File: src/rtl/lsio_pkg.sv
// Package: register map, field layout and operating modes for the LCD-shared I/O ports
package lsio_pkg;

  localparam int unsigned LSIO_AW = 16;
  localparam int unsigned LSIO_DW = 8;

  // Register addresses on the CPU register port
  localparam logic [15:0] LSIO_ADDR_PA_DATA = 16'hFFDA;
  localparam logic [15:0] LSIO_ADDR_PB_DATA = 16'hFFDB;
  localparam logic [15:0] LSIO_ADDR_PA_DIR = 16'hFFEA;
  localparam logic [15:0] LSIO_ADDR_PB_DIR = 16'hFFEB;
  localparam logic [15:0] LSIO_ADDR_PU_CTRL = 16'hFFE3;
  localparam logic [15:0] LSIO_ADDR_LCD_CTRL = 16'hFFC0;

  // Reset values and fixed read values
  localparam logic [7:0] LSIO_RST_DATA = 8'h00;
  localparam logic [7:0] LSIO_RST_DIR = 8'h00;
  localparam logic [7:0] LSIO_RST_PU = 8'h00;
  localparam logic [7:0] LSIO_RST_LCD = 8'h00;
  localparam logic [7:0] LSIO_DIR_READ = 8'hFF;
  localparam logic [7:0] LSIO_UNMAPPED_READ = 8'h00;
  localparam logic [7:0] LSIO_ALL_OUT = 8'hFF;
  localparam logic [7:0] LSIO_ALL_IN = 8'h00;

  // Segment-select field inside the LCD port control register
  localparam int unsigned LSIO_SGS_LSB = 0;
  localparam int unsigned LSIO_SGS_W = 4;
  localparam logic [7:0] LSIO_LCD_MASK = 8'h0F;

  typedef enum logic [2:0] {
    LSIO_MODE_ACTIVE,
    LSIO_MODE_SUBACTIVE,
    LSIO_MODE_SLEEP,
    LSIO_MODE_SUBSLEEP,
    LSIO_MODE_WATCH,
    LSIO_MODE_STANDBY
  } lsio_mode_t;

  // Pins work normally only in the two running modes
  function automatic logic lsio_runs(input lsio_mode_t m);
    lsio_runs = (m == LSIO_MODE_ACTIVE) || (m == LSIO_MODE_SUBACTIVE);
  endfunction : lsio_runs

  function automatic logic lsio_floats(input lsio_mode_t m);
    lsio_floats = (m == LSIO_MODE_STANDBY);
  endfunction : lsio_floats

endpackage : lsio_pkg

File: src/rtl/lsio_port_pins.sv
// One 8-pin port: input synchroniser and mode-aware output driver
`timescale 1ns/1ps
`default_nettype none
module lsio_port_pins
  import lsio_pkg::*;
(
  input wire logic clk,
  input wire logic rstn,
  input wire lsio_mode_t op_mode,
  input wire logic seg_owned,
  input wire logic [7:0] data_reg,
  input wire logic [7:0] dir_reg,
  input wire logic [7:0] seg_drive,
  input wire logic [7:0] pin_in,
  output logic [7:0] pin_level,
  output logic [7:0] pin_out,
  output logic [7:0] pin_oe
);

  logic [7:0] meta_q;
  logic [7:0] sync2_q;
  logic [7:0] sync3_q;
  logic [7:0] level_q;
  logic [7:0] out_q;
  logic [7:0] oe_q;
  logic [7:0] out_d;
  logic [7:0] oe_d;

  // Three stages; a change is taken only when stages two and three agree
  always_ff @(posedge clk or negedge rstn) begin
    if (!rstn) begin
      meta_q <= LSIO_ALL_IN;
      sync2_q <= LSIO_ALL_IN;
      sync3_q <= LSIO_ALL_IN;
    end else begin
      meta_q <= pin_in;
      sync2_q <= meta_q;
      sync3_q <= sync2_q;
    end
  end

  genvar gi;
  generate
    for (gi = 0; gi < 8; gi++) begin : g_level
      always_ff @(posedge clk or negedge rstn) begin
        if (!rstn) begin
          level_q[gi] <= 1'b0;
        end else if (sync2_q[gi] == sync3_q[gi]) begin
          level_q[gi] <= sync3_q[gi];
        end
      end
    end
  endgenerate

  always_comb begin
    if (seg_owned) begin
      out_d = seg_drive;
      oe_d = LSIO_ALL_OUT;
    end else begin
      out_d = data_reg;
      oe_d = dir_reg;
    end
  end

  // Sleep-type modes freeze the last driven state
  always_ff @(posedge clk or negedge rstn) begin
    if (!rstn) begin
      out_q <= LSIO_ALL_IN;
      oe_q <= LSIO_ALL_IN;
    end else if (lsio_floats(op_mode)) begin
      oe_q <= LSIO_ALL_IN;
    end else if (lsio_runs(op_mode)) begin
      out_q <= out_d;
      oe_q <= oe_d;
    end
  end

  assign pin_level = level_q;
  assign pin_out = out_q;
  assign pin_oe = oe_q;

  a_sync_settle: assert property (@(posedge clk) disable iff (!rstn)
    (sync2_q == sync3_q) |=> (level_q == $past(sync3_q)))
    else $error("settled pin level not taken");

endmodule : lsio_port_pins
`default_nettype wire

File: src/rtl/lsio_ports.sv
// Top: register file, read mux, segment routing and pull-up control for the shared ports
// Function
// - Pull-up on only when pin direction is input and its pull-up bit is set.
// - All pull-ups off after reset.
// - Data read returns latched data for bits set as outputs.
// - Data read returns sampled pin level for bits set as inputs.
// - Data registers reset to zero and are readable and writable.
// - Direction 1 drives pin from data bit; direction 0 makes it input.
// - Direction and data act only while segment select gives the pin to I/O.
// - Direction registers reset to zero so pins start as inputs.
// - Direction registers are write-only and read as all ones.
// - Port A is I/O for select 00xx, segment n+17 otherwise.
// - Port B is I/O for select 000x, segment n+25 otherwise.
// - Port A floats in reset and standby, holds in sleep, subsleep and watch, runs otherwise.
// - Port B floats in reset and standby, holds in sleep, subsleep and watch, runs otherwise.
//
// The strobed register port is this design's own decision.
`timescale 1ns/1ps
`default_nettype none
module lsio_ports
  import lsio_pkg::*;
(
  input wire logic clk,
  input wire logic rstn,
  input wire logic [15:0] reg_addr,
  input wire logic [7:0] reg_wdata,
  input wire logic reg_wr,
  input wire logic reg_rd,
  output logic [7:0] reg_rdata,
  input wire lsio_mode_t op_mode,
  input wire logic [7:0] lcd_drive_output_a,
  input wire logic [7:0] lcd_drive_output_b,
  input wire logic [7:0] port_a_pin_in,
  output logic [7:0] port_a_pin_out,
  output logic [7:0] port_a_pin_oe,
  input wire logic [7:0] port_b_pin_in,
  output logic [7:0] port_b_pin_out,
  output logic [7:0] port_b_pin_oe,
  input wire logic [7:0] pullup_port_direction,
  output logic [7:0] pullup_enable
);

  logic [7:0] port_a_data_q;
  logic [7:0] port_b_data_q;
  logic [7:0] port_a_direction_q;
  logic [7:0] port_b_direction_q;
  logic [7:0] pullup_port_pullup_ctrl_q;
  logic [7:0] lcd_port_control_q;
  logic [7:0] pullup_q;
  logic [7:0] rdata_q;
  logic [7:0] rdata_d;
  logic [7:0] port_a_level;
  logic [7:0] port_b_level;
  logic [LSIO_SGS_W-1:0] segment_select_field;
  logic seg_a_owned;
  logic seg_b_owned;

  assign segment_select_field = lcd_port_control_q[LSIO_SGS_LSB +: LSIO_SGS_W];

  // Segment decode: port A yields at 01xx and up, port B already at 001x
  function automatic logic seg_owns(input logic [3:0] sgs, input logic is_port_b);
    if (is_port_b) begin
      seg_owns = (sgs[3:1] != 3'h0);
    end else begin
      seg_owns = (sgs[3:2] != 2'h0);
    end
  endfunction : seg_owns

  // Read-back of a data register merges latched output bits with pin levels
  function automatic logic [7:0] port_view(input logic [7:0] data, input logic [7:0] dir,
                                           input logic [7:0] level);
    port_view = (data & dir) | (level & ~dir);
  endfunction : port_view

  assign seg_a_owned = seg_owns(segment_select_field, 1'b0);
  assign seg_b_owned = seg_owns(segment_select_field, 1'b1);

  // Data registers
  always_ff @(posedge clk or negedge rstn) begin
    if (!rstn) begin
      port_a_data_q <= LSIO_RST_DATA;
      port_b_data_q <= LSIO_RST_DATA;
    end else if (reg_wr) begin
      if (reg_addr == LSIO_ADDR_PA_DATA) begin
        port_a_data_q <= reg_wdata;
      end
      if (reg_addr == LSIO_ADDR_PB_DATA) begin
        port_b_data_q <= reg_wdata;
      end
    end
  end

  // Direction registers
  always_ff @(posedge clk or negedge rstn) begin
    if (!rstn) begin
      port_a_direction_q <= LSIO_RST_DIR;
      port_b_direction_q <= LSIO_RST_DIR;
    end else if (reg_wr) begin
      if (reg_addr == LSIO_ADDR_PA_DIR) begin
        port_a_direction_q <= reg_wdata;
      end
      if (reg_addr == LSIO_ADDR_PB_DIR) begin
        port_b_direction_q <= reg_wdata;
      end
    end
  end

  // Pull-up control and LCD port control
  always_ff @(posedge clk or negedge rstn) begin
    if (!rstn) begin
      pullup_port_pullup_ctrl_q <= LSIO_RST_PU;
      lcd_port_control_q <= LSIO_RST_LCD;
    end else if (reg_wr) begin
      if (reg_addr == LSIO_ADDR_PU_CTRL) begin
        pullup_port_pullup_ctrl_q <= reg_wdata;
      end
      if (reg_addr == LSIO_ADDR_LCD_CTRL) begin
        lcd_port_control_q <= reg_wdata & LSIO_LCD_MASK;
      end
    end
  end

  // Pull-up enable is registered so the pad control never glitches
  always_ff @(posedge clk or negedge rstn) begin
    if (!rstn) begin
      pullup_q <= LSIO_ALL_IN;
    end else begin
      pullup_q <= pullup_port_pullup_ctrl_q & ~pullup_port_direction;
    end
  end

  assign pullup_enable = pullup_q;

  // Read mux; unmapped addresses read as zero
  always_comb begin
    unique case (reg_addr)
      LSIO_ADDR_PA_DATA: rdata_d = port_view(port_a_data_q, port_a_direction_q, port_a_level);
      LSIO_ADDR_PB_DATA: rdata_d = port_view(port_b_data_q, port_b_direction_q, port_b_level);
      LSIO_ADDR_PA_DIR: rdata_d = LSIO_DIR_READ;
      LSIO_ADDR_PB_DIR: rdata_d = LSIO_DIR_READ;
      LSIO_ADDR_PU_CTRL: rdata_d = pullup_port_pullup_ctrl_q;
      LSIO_ADDR_LCD_CTRL: rdata_d = lcd_port_control_q;
      default: rdata_d = LSIO_UNMAPPED_READ;
    endcase
  end

  // Read data stands only in the cycle after the strobe
  always_ff @(posedge clk or negedge rstn) begin
    if (!rstn) begin
      rdata_q <= LSIO_UNMAPPED_READ;
    end else if (reg_rd) begin
      rdata_q <= rdata_d;
    end else begin
      rdata_q <= LSIO_UNMAPPED_READ;
    end
  end

  assign reg_rdata = rdata_q;

  lsio_port_pins u_port_a (
    .clk(clk),
    .rstn(rstn),
    .op_mode(op_mode),
    .seg_owned(seg_a_owned),
    .data_reg(port_a_data_q),
    .dir_reg(port_a_direction_q),
    .seg_drive(lcd_drive_output_a),
    .pin_in(port_a_pin_in),
    .pin_level(port_a_level),
    .pin_out(port_a_pin_out),
    .pin_oe(port_a_pin_oe)
  );

  lsio_port_pins u_port_b (
    .clk(clk),
    .rstn(rstn),
    .op_mode(op_mode),
    .seg_owned(seg_b_owned),
    .data_reg(port_b_data_q),
    .dir_reg(port_b_direction_q),
    .seg_drive(lcd_drive_output_b),
    .pin_in(port_b_pin_in),
    .pin_level(port_b_level),
    .pin_out(port_b_pin_out),
    .pin_oe(port_b_pin_oe)
  );

  a_pullup_gate: assert property (@(posedge clk) disable iff (!rstn)
    ##1 (pullup_enable == ($past(pullup_port_pullup_ctrl_q) & ~$past(pullup_port_direction))))
    else $error("pull-up enable does not follow direction and control");

  a_dir_reads_ones: assert property (@(posedge clk) disable iff (!rstn)
    (reg_rd && (reg_addr == LSIO_ADDR_PA_DIR || reg_addr == LSIO_ADDR_PB_DIR))
    |=> (reg_rdata == LSIO_DIR_READ))
    else $error("direction register did not read all ones");

  a_read_out_bits: assert property (@(posedge clk) disable iff (!rstn)
    (reg_rd && reg_addr == LSIO_ADDR_PA_DATA)
    |=> ((reg_rdata & $past(port_a_direction_q)) ==
         ($past(port_a_data_q) & $past(port_a_direction_q))))
    else $error("output bits did not read latched data");

  a_read_in_bits: assert property (@(posedge clk) disable iff (!rstn)
    (reg_rd && reg_addr == LSIO_ADDR_PB_DATA)
    |=> ((reg_rdata & ~$past(port_b_direction_q)) ==
         ($past(port_b_level) & ~$past(port_b_direction_q))))
    else $error("input bits did not read pin level");

  a_data_write: assert property (@(posedge clk) disable iff (!rstn)
    (reg_wr && reg_addr == LSIO_ADDR_PA_DATA) ##1 (reg_rd && reg_addr == LSIO_ADDR_PA_DATA &&
      $past(reg_wdata) == LSIO_ALL_OUT && port_a_direction_q == LSIO_ALL_OUT)
    |=> (reg_rdata == LSIO_ALL_OUT))
    else $error("data register write not read back");

  a_seg_route_a: assert property (@(posedge clk) disable iff (!rstn)
    (lsio_runs(op_mode) && segment_select_field[3:2] != 2'h0)
    |=> (port_a_pin_oe == LSIO_ALL_OUT && port_a_pin_out == $past(lcd_drive_output_a)))
    else $error("port A segment routing wrong");

  a_seg_route_b: assert property (@(posedge clk) disable iff (!rstn)
    (lsio_runs(op_mode) && segment_select_field[3:1] != 3'h0)
    |=> (port_b_pin_oe == LSIO_ALL_OUT && port_b_pin_out == $past(lcd_drive_output_b)))
    else $error("port B segment routing wrong");

  a_gpio_dir: assert property (@(posedge clk) disable iff (!rstn)
    (lsio_runs(op_mode) && segment_select_field[3:2] == 2'h0)
    |=> (port_a_pin_oe == $past(port_a_direction_q) &&
         port_a_pin_out == $past(port_a_data_q)))
    else $error("port A I/O drive does not follow registers");

  a_standby_float: assert property (@(posedge clk) disable iff (!rstn)
    lsio_floats(op_mode) |=> (port_a_pin_oe == LSIO_ALL_IN && port_b_pin_oe == LSIO_ALL_IN))
    else $error("pins driven in standby");

  a_sleep_hold: assert property (@(posedge clk) disable iff (!rstn)
    (!lsio_runs(op_mode) && !lsio_floats(op_mode))
    |=> ($stable(port_a_pin_out) && $stable(port_a_pin_oe) && $stable(port_b_pin_oe)))
    else $error("pins changed in a holding mode");

  a_hold_b: assert property (@(posedge clk) disable iff (!rstn)
    (!lsio_runs(op_mode) && !lsio_floats(op_mode))
    |=> $stable(port_b_pin_out))
    else $error("port B drive value changed in a holding mode");

  a_gpio_dir_b: assert property (@(posedge clk) disable iff (!rstn)
    (lsio_runs(op_mode) && segment_select_field[3:1] == 3'h0)
    |=> (port_b_pin_oe == $past(port_b_direction_q) &&
         port_b_pin_out == $past(port_b_data_q)))
    else $error("port B I/O drive does not follow registers");

  // Mirror of the read checks with the ports swapped, so both merge paths are watched
  a_read_out_b: assert property (@(posedge clk) disable iff (!rstn)
    (reg_rd && reg_addr == LSIO_ADDR_PB_DATA)
    |=> ((reg_rdata & $past(port_b_direction_q)) ==
         ($past(port_b_data_q) & $past(port_b_direction_q))))
    else $error("port B output bits did not read latched data");

  a_read_in_a: assert property (@(posedge clk) disable iff (!rstn)
    (reg_rd && reg_addr == LSIO_ADDR_PA_DATA)
    |=> ((reg_rdata & ~$past(port_a_direction_q)) ==
         ($past(port_a_level) & ~$past(port_a_direction_q))))
    else $error("port A input bits did not read pin level");

  // Read data must fall back to zero so a stale value is never taken as a fresh read
  a_rdata_idle: assert property (@(posedge clk) disable iff (!rstn)
    !reg_rd |=> (reg_rdata == LSIO_UNMAPPED_READ))
    else $error("read data present without a read strobe");

  a_data_store_a: assert property (@(posedge clk) disable iff (!rstn)
    (reg_wr && reg_addr == LSIO_ADDR_PA_DATA) |=> (port_a_data_q == $past(reg_wdata)))
    else $error("port A data write not stored");

  a_data_store_b: assert property (@(posedge clk) disable iff (!rstn)
    (reg_wr && reg_addr == LSIO_ADDR_PB_DATA) |=> (port_b_data_q == $past(reg_wdata)))
    else $error("port B data write not stored");

  a_dir_store_a: assert property (@(posedge clk) disable iff (!rstn)
    (reg_wr && reg_addr == LSIO_ADDR_PA_DIR) |=> (port_a_direction_q == $past(reg_wdata)))
    else $error("port A direction write not stored");

  a_dir_store_b: assert property (@(posedge clk) disable iff (!rstn)
    (reg_wr && reg_addr == LSIO_ADDR_PB_DIR) |=> (port_b_direction_q == $past(reg_wdata)))
    else $error("port B direction write not stored");

  a_pu_ctrl_store: assert property (@(posedge clk) disable iff (!rstn)
    (reg_wr && reg_addr == LSIO_ADDR_PU_CTRL)
    |=> (pullup_port_pullup_ctrl_q == $past(reg_wdata)))
    else $error("pull-up control write not stored");

  a_pullup_out_off: assert property (@(posedge clk) disable iff (!rstn)
    ##1 ((pullup_enable & $past(pullup_port_direction)) == LSIO_ALL_IN))
    else $error("pull-up on for an output pin");

  a_lcd_upper_zero: assert property (@(posedge clk) disable iff (!rstn)
    ((lcd_port_control_q & ~LSIO_LCD_MASK) == '0))
    else $error("unused LCD control bits set");

  // Reset state is checked without a disable so the reset branch itself is covered
  a_reset_values: assert property (@(posedge clk)
    !rstn |=> (pullup_enable == LSIO_RST_PU && port_a_pin_oe == LSIO_ALL_IN &&
      port_b_pin_oe == LSIO_ALL_IN && port_a_data_q == LSIO_RST_DATA &&
      port_b_data_q == LSIO_RST_DATA && port_a_direction_q == LSIO_RST_DIR &&
      port_b_direction_q == LSIO_RST_DIR))
    else $error("register or pin not at its reset value");

endmodule : lsio_ports
`default_nettype wire

File: config.mk
export PLATFORM = sky130hd
export DESIGN_NAME = lsio_ports
export DESIGN_NICKNAME = d
export VERILOG_FILES = /design/src/rtl/lsio_pkg.sv /design/src/rtl/lsio_port_pins.sv /design/src/rtl/lsio_ports.sv
export SDC_FILE = /design/constraint.sdc
export NUM_CORES = 1
export LEC_CHECK = 0
export BUFFER_PORTS_ARGS = -buffer_cell sky130_fd_sc_hd__buf_4
export CORE_MARGIN = 3
export CORE_UTILIZATION = 49
export CTS_CLUSTER_DIAMETER = 150
export DETAILED_ROUTE_END_ITERATION = 12
export GPL_TIMING_DRIVEN = 0
export HOLD_SLACK_MARGIN = 0.06
export PLACE_DENSITY = 0.81
export SLEW_MARGIN = 10
export SYNTH_ARGS = -nofsm -noshare
export SYNTH_HDL_FRONTEND = slang
export SYNTH_SLANG_ARGS = --single-unit
File: constraint.sdc
create_clock -name clk -period 1.7 [get_ports clk]
set_clock_uncertainty 0.2 [all_clocks]
set_input_delay 0.34 -clock clk [delete_from_list [all_inputs] [get_ports clk]]
set_output_delay 0.34 -clock clk [all_outputs]
set_load 0.1 [all_outputs]
==> metrics <==
status=complete, no violations; Sequential Power Share=47.8%; First DRT Iteration DRCs=274; Hold Path Class=in -> reg; Sw Share=21.1%; Final WS setup=0.0117 ns; mapped cell area=5890 µm²; Cell Rows=39; Fillers=733; first-pass GRT wire length=23000 µm; startpoint types=input pin; Place WS=-0.823 ns; Max-slew headroom=56.6%; final wirelength=14800 µm; Final min period=1.69 ns; port bufs=117; crit path kind=in -> reg; DP Area=7080 µm²; Core Region=11600 µm²; Min Hold Slack=0.0651 ns; Logic pwr share=6.7%; RePlAce Congestion=0.800; Synthesized Nets=489; EDFF count, synth=0; largest net degree at the start of global routing=89; CTS tree=done; via count=4184; #FFs+latches synth=156; area delta synth->final=40.4%; Final Util=71.6%; post-synthesis cell count=418; Pleak=4.00 nW; worst path required time=1.80 ns; DP HPWL=9690 µm; worst slew pin tran=0.650 ns; final period utilization=99.3%; antenna cells=0; PD cells=977 nW/µm²; root buf cell=clkbuf_16; Pint=6.38 mW; via/cell ratio=5.48; Post-Syn Area per Cell=14.1 µm²; crit-path max FO=6; final instance area=8280 µm²; initial core utilization=51.0%; setup TNS=0 ns; Fin. Hold Viols=0; Max Buffers Root-to-Sink=2; ANT nets after route=0; CP endpoint kind=flop; Die X=116 µm; Arrival @ worst endpoint=1.79 ns; CP max-delay cell=or4_4; Residual DRC=0; NetSw=1.71 mW; iteration count of the initial detailed-routing pass=4; Clock power frac=45.5%; GRT overflow=0; H-tree lvl count=4; WL/cell=19.3 µm; crit-path cells=buf_4 -> or4_4 -> nor2_4 -> and3_4 -> buf_6 -> mux2_4; f_max=0.592 GHz; total die area=13400 µm²; Top Ports=119; antenna violations before repair=0; register area share after synthesis=66.2%; CP max stage delay=0.59 ns; cts bufs inserted=17; Synthesis Warnings=0; main flop type after synthesis=dfrtp_1; vias in the first global route=4504; fin nets=679; Clk pin slew, worst setup/hold paths=0.06 ns; peak supply drop=0.565 mV; ys async rst share=100%; Die Y=116 µm; layout cells sized above 1=35.3%; clock sink count=156; gr usage total=23.1%; # setup viols final=0; Unique masters post-synth=40; Max-Cap Viols=0; Worst-Skew Late Latency=0.42 ns; Final Max Tran Viols=0
## cell usage in the layout, fill, tap and decap left out, drive strengths merged
cell / count
mux2i: 40
nand4b: 4
or4: 1
buf: 128
mux2: 44
nor3: 9
a21oi: 1
a22oi: 4
nand2: 36
clkinvlp: 1
a222oi: 4
xor2: 1
a21o: 5
inv: 5
maj3: 16
and3: 1
nand4bb: 1
nor2: 18
nor2b: 10
nand4: 3
dlygate4sd3: 48
clkinv: 4
a22o: 1
nand3b: 2
nand3: 2
or2: 1
nor4: 5
bufinv: 2
dfrtp: 156
o31ai: 4
clkbuf: 31
o21ai: 32
## worst paths after layout
check                                                        from                           endpoint  slack (ns)  cells past startpoint
worst max register to register  lcd_port_control_q[2]$_DFFE_PN0P_    u_port_b.pin_out[4]$_DFFE_PN0P_        0.10                      4
worst min-delay path                        lcd_drive_output_a[7]    u_port_a.pin_out[7]$_DFFE_PN0P_        0.07                      3
worst max-delay path                                  reg_addr[1]  lcd_port_control_q[0]$_DFFE_PN0P_        0.01                      6
max in group asynchronous                                    rstn         pullup_enable[3]$_DFF_PN0_        0.28                      3
worst min register to register       u_port_a.meta_q[2]$_DFF_PN0_      u_port_a.sync2_q[2]$_DFF_PN0_        0.15                      0
min in group asynchronous                                    rstn       u_port_b.meta_q[4]$_DFF_PN0_        0.26                      2
## worst max-delay path: cells and delay by family
kind / cells / cell delay [ns]
AND/OR/NAND/NOR: 3 / 0.88
multiplexers: 1 / 0.30
buffers and inverters: 2 / 0.26
## Yosys cell counts, types with 4 or more instances
library cell / instances / area (µm²)
nor2b_1: 10 / 62.6
clkbuf_1: 8 / 30.0
o31ai_1: 4 / 30.0
nor3_1: 9 / 45.0
maj3_1: 16 / 160
dfrtp_1: 156 / 3900
a22oi_1: 4 / 30.0
a222oi_1: 4 / 40.0
o21ai_0: 32 / 160
nor2_1: 17 / 63.8
mux2_2: 30 / 338
nand2_1: 35 / 131
inv_1: 5 / 18.8
mux2_1: 14 / 158
a21o_1: 5 / 37.5
mux2i_1: 40 / 400
## stage by stage
step | power [mW] | cells
after floorplan | 4.06 | 418
after global placement | 4.33 | 678
after detailed placement | 4.36 | 679
after CTS | 8.12 | 760
after global routing | 8.35 | 763
final | 8.09 | 763
## cells by family after synthesis
family,Yosys count,share of synthesized area [%]
buf+inv,17,1.32
mux,84,15.2
simple gates,93,9.09
compound gates,51,5.29
fa+ha+maj,16,2.72
xor+xnor,1,0.149
flops,156,66.2
## power groups by stage
stage	sequential [mW]	clock [mW]	combinational [mW]
after floorplan	3.91	0	0.143
after global placement	3.92	0	0.411
after detailed placement	3.93	0	0.438
after CTS	3.86	3.73	0.536
after global routing	3.87	3.90	0.589
final	3.86	3.68	0.543
## layer usage
metal	part of all wire [%]	vias to the layer above	wire (µm)	global-route usage (%)
met1	41	2123	6030	28.7
met4	2.1	0	304	10.9
met2	51	167	7460	38.3
met5	0	-	0	0
li1	-	1868	-	-
met3	6.5	26	965	5.64
## sequential cells by signal (all words and copies together), names as in the netlist
name,flops
pullup_enable,8
port_b_data_q,8
pullup_port_pullup_ctrl_q,8
u_port_a.meta_q,8
lcd_port_control_q,4
port_a_data_q,8
port_b_direction_q,8
u_port_a.pin_out,8
port_a_direction_q,8
u_port_b.pin_oe,8
u_port_a.pin_level,8
u_port_b.sync2_q,8
u_port_a.sync2_q,8
u_port_b.pin_out,8
reg_rdata,8
u_port_a.pin_oe,8
u_port_b.pin_level,8
u_port_b.sync3_q,8
u_port_a.sync3_q,8
u_port_b.meta_q,8
## area by class of cell
type                       instances  area (µm²)  area share, %
sequential                       156        3900           47.2
multi-input combinational        245        2070           25.0
timing repair buffer             172        1440           17.4
clock buffer                      24         492           5.94
tap                              143         179           2.16
clock inverter                     7        87.6           1.06
buffer                            11        80.1          0.967
inverter                           5        18.8          0.227
## repair_timing
item / CTS / global route
pin swaps: 4 / 5
gates resized for setup: 6 / 14
buffers inserted: 3 / 3
hold buffers: 48 / 0
hold endpoints to repair: 151 / 0
endpoints found under the setup margin: 67 / 34
(Power assumes the default switching activity.)
